`config.mk`:
```
export PLATFORM = sky130hd
export DESIGN_NAME = weigh_cmd_status
export DESIGN_NICKNAME = d
export VERILOG_FILES = /design/src/core/weigh_pkg.sv /design/src/core/weigh_cmd_status.sv /design/src/core/steady_watch.sv
export SDC_FILE = /design/constraint.sdc
export NUM_CORES = 1
export LEC_CHECK = 0
export BUFFER_PORTS_ARGS = -buffer_cell sky130_fd_sc_hd__buf_2
export CORE_ASPECT_RATIO = 1.25
export CORE_MARGIN = 2
export CORE_UTILIZATION = 40
export DETAILED_ROUTE_END_ITERATION = 6
export GPL_TIMING_DRIVEN = 0
export SYNTH_ARGS = -nofsm -noshare
export SYNTH_HDL_FRONTEND = slang
export SYNTH_SLANG_ARGS = --single-unit
```
`constraint.sdc`:
```
create_clock -name clk -period 20.2 [get_ports clk]
set_input_delay 4.04 -clock clk [delete_from_list [all_inputs] [get_ports clk]]
set_output_delay 4.04 -clock clk [all_outputs]
set_load 0.05 [all_outputs]
```
`src/core/weigh_pkg.sv`:
```
package weigh_pkg;

    localparam int CMD_W   = 8;
    localparam int DATA_W  = 32;
    localparam int DWELL_W = 16;

    // Process image offsets of the two bytes.
    localparam int CMD_OFFSET    = 0;
    localparam int STATUS_OFFSET = 3;

    // Command byte bit positions.
    localparam int CMD_HOLD       = 0;
    localparam int CMD_ADJ_STORE  = 1;
    localparam int CMD_ADJ_DELETE = 2;
    localparam int CMD_TARE_SET   = 3;
    localparam int CMD_TARE_CLEAR = 4;
    localparam int CMD_RSVD       = 5;
    localparam int CMD_ZERO_SET   = 6;
    localparam int CMD_REF_SET    = 7;

    // Status byte bit positions.
    localparam int ST_HOLD     = 0;
    localparam int ST_STEADY   = 1;
    localparam int ST_CAL      = 2;
    localparam int ST_TARE     = 3;
    localparam int ST_ADJ_ERR  = 4;
    localparam int ST_ADJ      = 5;
    localparam int ST_RSVD     = 6;
    localparam int ST_ZERO_REF = 7;

    localparam logic [7:0]  STATUS_RESET = 8'h00;
    localparam logic [31:0] DATA_RESET   = 32'h0000_0000;
    localparam logic [31:0] TARE_CLEARED = 32'h0000_0000;

    // Time base for dwell and calibration interval counts.
    localparam int CLK_PERIOD_NS = 10;
    localparam int TICK_TIME_NS  = 1000000;
    localparam int TICK_CYCLES   = (TICK_TIME_NS + CLK_PERIOD_NS - 1) / CLK_PERIOD_NS;

    typedef enum logic [2:0] {
        CAL_IDLE      = 3'b000,
        CAL_REQ_LOW   = 3'b001,
        CAL_WAIT_LOW  = 3'b010,
        CAL_REQ_HIGH  = 3'b011,
        CAL_WAIT_HIGH = 3'b100
    } cal_state_t;

endpackage : weigh_pkg

```
`src/core/weigh_cmd_status.sv`:
```
`timescale 1ns/10ps
`default_nettype none

module weigh_cmd_status #(
    parameter int TickCycles = weigh_pkg::TICK_CYCLES
) (
    input  wire logic                                  clk,
    input  wire logic                                  rst,
    input  wire logic        [weigh_pkg::CMD_W-1:0]    cmdByte,
    output logic             [weigh_pkg::CMD_W-1:0]    statusByte,
    input  wire logic                                  sampleValid,
    input  wire logic signed [weigh_pkg::DATA_W-1:0]   sampleData,
    output logic                                       filterValid,
    output logic signed      [weigh_pkg::DATA_W-1:0]   filterData,
    input  wire logic        [weigh_pkg::DWELL_W-1:0]  steadyDwellTime,
    input  wire logic        [weigh_pkg::DATA_W-1:0]   steadyToleranceBand,
    input  wire logic        [weigh_pkg::DATA_W-1:0]   calibrationInterval,
    output logic                                       calMeasReq,
    output logic                                       calRefSel,
    input  wire logic                                  calRefValid,
    input  wire logic signed [weigh_pkg::DATA_W-1:0]   calRefData,
    output logic signed      [weigh_pkg::DATA_W-1:0]   calOffset,
    output logic signed      [weigh_pkg::DATA_W-1:0]   calGain,
    output logic signed      [weigh_pkg::DATA_W-1:0]   tareValue,
    output logic                                       adjStoreReq,
    output logic                                       adjDeleteReq,
    input  wire logic                                  adjDone,
    input  wire logic                                  adjFail,
    output logic                                       zeroPointPulse,
    output logic                                       refPointPulse
);
    import weigh_pkg::*;

    logic        [CMD_W-1:0]  cmdPrev_q;
    logic        [CMD_W-1:0]  cmdRise;
    logic                     tareHeld;
    logic                     adjHeld;
    logic                     zeroHeld;
    logic        [31:0]       tickCnt_q;
    logic                     tick_q;
    logic signed [DATA_W-1:0] lastSample_q;
    logic                     steady;
    logic                     tareChanged_q;
    logic                     adjBusy_q;
    logic                     adjChanged_q;
    logic                     adjError_q;
    logic                     zeroRef_q;
    cal_state_t               calState_q;
    logic        [31:0]       calTimer_q;
    logic signed [DATA_W-1:0] calLow_q;
    logic                     calStart;
    logic        [CMD_W-1:0]  statusD;

    always_ff @(posedge clk) begin
        if (rst) begin
            cmdPrev_q <= '0;
        end else begin
            cmdPrev_q <= cmdByte;
        end
    end

    always_comb begin
        cmdRise  = cmdByte & ~cmdPrev_q;
        tareHeld = cmdByte[CMD_TARE_SET] | cmdByte[CMD_TARE_CLEAR];
        adjHeld  = cmdByte[CMD_ADJ_STORE] | cmdByte[CMD_ADJ_DELETE];
        zeroHeld = cmdByte[CMD_ZERO_SET] | cmdByte[CMD_REF_SET];
    end

    // Millisecond time base shared by dwell and calibration interval.
    always_ff @(posedge clk) begin
        if (rst) begin
            tickCnt_q <= '0;
            tick_q    <= 1'b0;
        end else if (tickCnt_q >= 32'(TickCycles - 1)) begin
            tickCnt_q <= '0;
            tick_q    <= 1'b1;
        end else begin
            tickCnt_q <= tickCnt_q + 32'h0000_0001;
            tick_q    <= 1'b0;
        end
    end

    always_ff @(posedge clk) begin
        if (rst) begin
            filterValid  <= 1'b0;
            filterData   <= DATA_RESET;
            lastSample_q <= DATA_RESET;
        end else begin
            filterValid <= sampleValid && !cmdByte[CMD_HOLD];
            if (sampleValid && !cmdByte[CMD_HOLD]) begin
                filterData <= sampleData;
            end
            if (sampleValid) begin
                lastSample_q <= sampleData;
            end
        end
    end

    steady_watch u_steady (
        .clk           (clk),
        .rst           (rst),
        .tick          (tick_q),
        .sampleValid   (sampleValid),
        .sampleData    (sampleData),
        .dwellTime     (steadyDwellTime),
        .toleranceBand (steadyToleranceBand),
        .steady        (steady)
    );

    always_ff @(posedge clk) begin
        if (rst) begin
            tareValue <= TARE_CLEARED;
        end else if (cmdRise[CMD_TARE_CLEAR]) begin
            tareValue <= TARE_CLEARED;
        end else if (cmdRise[CMD_TARE_SET]) begin
            tareValue <= lastSample_q;
        end
    end

    always_ff @(posedge clk) begin
        if (rst) begin
            tareChanged_q <= 1'b0;
        end else if (cmdRise[CMD_TARE_SET] || cmdRise[CMD_TARE_CLEAR]) begin
            tareChanged_q <= 1'b1;
        end else if (!tareHeld) begin
            tareChanged_q <= 1'b0;
        end
    end

    always_ff @(posedge clk) begin
        if (rst) begin
            adjBusy_q    <= 1'b0;
            adjStoreReq  <= 1'b0;
            adjDeleteReq <= 1'b0;
        end else begin
            adjStoreReq  <= 1'b0;
            adjDeleteReq <= 1'b0;
            if (!adjBusy_q) begin
                if (cmdRise[CMD_ADJ_DELETE]) begin
                    adjDeleteReq <= 1'b1;
                    adjBusy_q    <= 1'b1;
                end else if (cmdRise[CMD_ADJ_STORE]) begin
                    adjStoreReq <= 1'b1;
                    adjBusy_q   <= 1'b1;
                end
            end else if (adjDone || adjFail) begin
                adjBusy_q <= 1'b0;
            end
        end
    end

    always_ff @(posedge clk) begin
        if (rst) begin
            adjChanged_q <= 1'b0;
        end else if (adjBusy_q && (adjDone || adjFail)) begin
            adjChanged_q <= 1'b1;
        end else if (!adjHeld) begin
            adjChanged_q <= 1'b0;
        end
    end

    always_ff @(posedge clk) begin
        if (rst) begin
            adjError_q <= 1'b0;
        end else if (adjBusy_q && adjFail) begin
            adjError_q <= 1'b1;
        end else if (!adjHeld) begin
            adjError_q <= 1'b0;
        end
    end

    always_ff @(posedge clk) begin
        if (rst) begin
            zeroPointPulse <= 1'b0;
            refPointPulse  <= 1'b0;
        end else begin
            zeroPointPulse <= cmdRise[CMD_ZERO_SET];
            refPointPulse  <= cmdRise[CMD_REF_SET];
        end
    end

    always_ff @(posedge clk) begin
        if (rst) begin
            zeroRef_q <= 1'b0;
        end else if (cmdRise[CMD_ZERO_SET] || cmdRise[CMD_REF_SET]) begin
            zeroRef_q <= 1'b1;
        end else if (!zeroHeld) begin
            zeroRef_q <= 1'b0;
        end
    end

    // An interval of zero leaves periodic self-calibration switched off.
    assign calStart = calState_q == CAL_IDLE && calibrationInterval != '0
                      && calTimer_q >= calibrationInterval - 32'h0000_0001;

    always_ff @(posedge clk) begin
        if (rst) begin
            calTimer_q <= '0;
        end else if (calState_q != CAL_IDLE || calStart) begin
            calTimer_q <= '0;
        end else if (tick_q) begin
            calTimer_q <= calTimer_q + 32'h0000_0001;
        end
    end

    always_ff @(posedge clk) begin
        if (rst) begin
            calState_q <= CAL_IDLE;
            calMeasReq <= 1'b0;
            calRefSel  <= 1'b0;
            calLow_q   <= DATA_RESET;
            calOffset  <= DATA_RESET;
            calGain    <= DATA_RESET;
        end else begin
            calMeasReq <= 1'b0;
            case (calState_q)
                CAL_IDLE: begin
                    if (calStart) begin
                        calState_q <= CAL_REQ_LOW;
                    end
                end
                CAL_REQ_LOW: begin
                    calRefSel  <= 1'b0;
                    calMeasReq <= 1'b1;
                    calState_q <= CAL_WAIT_LOW;
                end
                CAL_WAIT_LOW: begin
                    if (calRefValid) begin
                        calLow_q   <= calRefData;
                        calState_q <= CAL_REQ_HIGH;
                    end
                end
                CAL_REQ_HIGH: begin
                    calRefSel  <= 1'b1;
                    calMeasReq <= 1'b1;
                    calState_q <= CAL_WAIT_HIGH;
                end
                CAL_WAIT_HIGH: begin
                    if (calRefValid) begin
                        calOffset  <= calLow_q;
                        calGain    <= calRefData - calLow_q;
                        calRefSel  <= 1'b0;
                        calState_q <= CAL_IDLE;
                    end
                end
                default: begin
                    calState_q <= CAL_IDLE;
                end
            endcase
        end
    end

    always_comb begin
        statusD              = STATUS_RESET;
        statusD[ST_HOLD]     = cmdByte[CMD_HOLD];
        statusD[ST_STEADY]   = steady;
        statusD[ST_CAL]      = calState_q != CAL_IDLE;
        statusD[ST_TARE]     = tareChanged_q;
        statusD[ST_ADJ_ERR]  = adjError_q;
        statusD[ST_ADJ]      = adjChanged_q;
        statusD[ST_RSVD]     = 1'b0;
        statusD[ST_ZERO_REF] = zeroRef_q;
    end

    always_ff @(posedge clk) begin
        if (rst) begin
            statusByte <= STATUS_RESET;
        end else begin
            statusByte <= statusD;
        end
    end
endmodule : weigh_cmd_status

`default_nettype wire

```
`src/core/steady_watch.sv`:
```
`timescale 1ns/10ps
`default_nettype none

module steady_watch (
    input  wire logic                                  clk,
    input  wire logic                                  rst,
    input  wire logic                                  tick,
    input  wire logic                                  sampleValid,
    input  wire logic signed [weigh_pkg::DATA_W-1:0]   sampleData,
    input  wire logic        [weigh_pkg::DWELL_W-1:0]  dwellTime,
    input  wire logic        [weigh_pkg::DATA_W-1:0]   toleranceBand,
    output logic                                       steady
);
    import weigh_pkg::*;

    logic signed [DATA_W-1:0]  ref_q;
    logic        [DWELL_W-1:0] timer_q;
    logic signed [DATA_W:0]    diff;
    logic        [DATA_W:0]    mag;
    logic                      outside;

    always_comb begin
        diff    = {sampleData[DATA_W-1], sampleData} - {ref_q[DATA_W-1], ref_q};
        mag     = diff[DATA_W] ? 33'(-diff) : 33'(diff);
        outside = mag > {1'b0, toleranceBand};
    end

    always_ff @(posedge clk) begin
        if (rst) begin
            ref_q   <= DATA_RESET;
            timer_q <= '0;
        end else if (sampleValid && outside) begin
            ref_q   <= sampleData;
            timer_q <= '0;
        end else if (tick && timer_q != '1) begin
            timer_q <= timer_q + 1'b1;
        end
    end

    always_ff @(posedge clk) begin
        if (rst) begin
            steady <= 1'b0;
        end else if (sampleValid && outside) begin
            steady <= 1'b0;
        end else begin
            steady <= timer_q > dwellTime;
        end
    end
endmodule : steady_watch

`default_nettype wire

```
==> results.yml <==
status:
  status: "finished, final reports clean"
logic_synthesis:
  synthFlopType: "dfxtp_1"
  ys_ff_latch: 334
  yosysWarnings: 0
  synth_edf_count: 0
  postSynthCellCount: 2339
  synth_top_area_frac: 0.3583
  ys_async_sr_fraction: 0
  synth_top_area_cell: "dfxtp_1"
  netlist_area_um2: 18660
  synthAdderAreaFrac: 0.1020
  yosys-top-cells-area: "dfxtp_1, ha_1, nand2_1, a21oi_1, xnor2_1"
  syn_avg_cell_area_um2: 7.979
  yosys.cell_count.top_type: "nand2_1"
  synth-seq-area-share: 0.3583
  synthTopCellsByCount: "nand2_1, dfxtp_1, nor2_1"
  synth-compound-area-share: 0.1584
  synth_cell_types: 70
  synthSimpleGateAreaFrac: 0.2144
  synth_top_family_by_area: "simple AND/OR/NAND/NOR gates"
  synthXorXnorAreaFrac: 0.07650
  synthMuxAreaShare: 0.03768
routing:
  drcViolationCount: 0
  wire_per_inst_um: 16.91
  first_pass_iters: 5
  finalWirelength_um: 55940
  vias: 17160
  via_per_inst: 5.188
  antenna_left: 0
  drtIter0Drc: 860
floorplan:
  core_area_um2: 46130
  die_height_um: 245.5
  start_util: 0.4045
  ios: 301
  rows: 88
  die_area_um2: 48410
  fp.dieW_um: 197.2
clock_network:
  hold_buffers: 0
  cts_tree: "done"
  cts_resized: 0
  cts_buffers: 38
  clk_pin_slew_worst_paths_ns: 0.06
  cts_root_buffer: "clkbuf_16"
  worstSkewPairLatency_ns: 0.57
  cts_sinks: 334
  htreeDepth: 2
  cts_buffer_depth: 3
  postCtsSetupRepairBufs: 0
grt:
  grt_max_degree: 14
  gr-total-overflow: 0
  grt_pass1_wl_um: 86900
  antenna_found_initial: 10
  grt_pass1_vias: 16820
  groute.usage.overall: 0.2263
sta:
  rsz0062_at_grt: "false"
  tightest_slew_ns: 1.058
  period_needed_ns: 10.14
  setup_tns_ns: 0
  slew_headroom: 0.2886
  fmax_mhz: 98.59
  finalClockSkew_ns: 0.02209
  fin_crit_sh: 0.5021
  slew_violations: 0
  setup_violations: 0
  hold_viol_final: 0
hold_path:
  hold_path_class: "flop to flop"
place:
  dp_hpwl_um: 44750
  placed_cells: 3236
  gp_congestion: 0.9304
  portBuffers: 297
pwr:
  peakVddDrop_uv: 59.03
  leakagePower_nw: 9.468
  p_per_area_nw_per_um2: 98.78
layout:
  syn2layout_area_growth_pct: 18.82
  instances_no_fill: 3308
  fin_nets: 3000
  final_layout_size_suffix_gt1_frac: 0.1413
worst_setup_path:
  worstPathRequired_ns: 20.69
  crit_arrival_ns: 10.63
  cp-end-kind: "flop"
  criticalPathCategory: "primary input to flop"
  cp_max_fo: 10
  startpoint_type: "primary input"
run:
  cap_viol_max_count: 0
==> final timing paths <==
check,from,endpoint,slack (ns),cells past startpoint
max,sampleData[0],u_steady.timer_q[8]$_SDFFE_PP0P_,10.06,27
min,cmdPrev_q[6]$_SDFF_PP0_,zeroPointPulse$_SDFF_PP0_,0.40,1
max reg2reg,u_steady.ref_q[17]$_SDFFE_PP0P_,u_steady.timer_q[8]$_SDFFE_PP0P_,13.37,26
min reg2reg,cmdPrev_q[6]$_SDFF_PP0_,zeroPointPulse$_SDFF_PP0_,0.40,1
==> layout by cell type, fill, tap and decap left out, drive strengths merged, types with 56 or more instances in the layout <==
cell and count:
o21ai 65, clkbuf 140, inv 145, dfxtp 334
nor2 236, xor2 56, a21oi 235, xnor2 107
ha 149, nand2 382, buf 316, mux2i 68
==> area by class of cell <==
type	instances	area, um^2
fillers	4600	23960
multi-input cells	1771	11050
flip-flops and latches	334	6686
repair buffers	297	1486
clock buffers	50	1057
well taps	585	732.0
inverters	140	525.5
plain buffers	109	454.2
clock inverters	17	167.7
diodes	5	12.51
==> critical path: stages <==
cell,delay (ns)
buf_2,0.16
inv_1,0.07
ha_1,0.18
fa_1,0.24
nor2b_1,0.10
o31a_1,0.33
o31ai_4,0.36
o2111ai_1,0.25
and2_1,0.24
a311oi_1,0.53
nand2b_1,0.20
a21o_1,0.38
clkbuf_1,0.47
o21ai_0,0.18
ha_1,0.31
nor2b_1,0.13
o21a_1,0.16
o21a_1,0.17
o21a_1,0.17
o21a_1,0.16
o21ai_0,0.33
a211oi_1,0.14
o21a_1,0.25
a41oi_4,0.47
nand2_2,0.24
buf_4,0.24
nor2_1,0.11
==> power breakdown <==
| group | total [mW] | internal, mW | switching (mW) |
|---|---|---|---|
| sequential | 0.716 | 0.696 | 0.0198 |
| combinational | 0.787 | 0.317 | 0.470 |
| clock | 0.688 | 0.398 | 0.290 |
==> routing by layer <==
layer | part of all wire | track usage | vias up | wire length [um]
met1 | 0.41 | 0.2522 | 7989 | 22800
met3 | 0.064 | 0.05733 | 103 | 3594
li1 | - | - | 8662 | -
met4 | 0.032 | 0.08779 | 12 | 1791
met5 | 0.0011 | 0 | - | 64
met2 | 0.50 | 0.4099 | 397 | 27690
==> logic make-up (layout without fill, tap and decap cells) <==
family          count (synthesis)  count (layout)
simple gates                  889             889
compound gates                482             482
flops                         334             334
buf+inv                       249             613
xor+xnor                      163             163
fa+ha+maj                     151             151
mux                            70              70
other cells                     1              21
==> metrics by stage <==
step / hold slack, ns / setup slack, ns / power [mW] / cell area [um^2] / util
2_1_floorplan: 0.3785 / 10.90 / 1.318 / 18720 / -
3_3_place_gp: 0.3861 / 9.595 / 1.491 / 20940 / 0.4538
3_5_place_dp: 0.3994 / 9.490 / 1.512 / 20940 / 0.4538
4_1_cts: 0.4079 / 10.05 / 2.207 / 22160 / 0.4804
5_1_grt: 0.4141 / 9.741 / 2.325 / 22170 / 0.4804
6_report: 0.4033 / 10.06 / 2.190 / 22180 / 0.4807
==> state kept, by name (all words and copies together), names as in the netlist, 3 cells and up <==
| name | count |
|---|---|
| calGain | 32 |
| calLow_q | 32 |
| calOffset | 32 |
| calState_q | 3 |
| calTimer_q | 32 |
| cmdPrev_q | 7 |
| filterData | 32 |
| lastSample_q | 32 |
| statusByte | 6 |
| tareValue | 32 |
| tickCnt_q | 32 |
| u_steady.ref_q | 32 |
| u_steady.timer_q | 16 |
(Power assumes the default switching activity.)
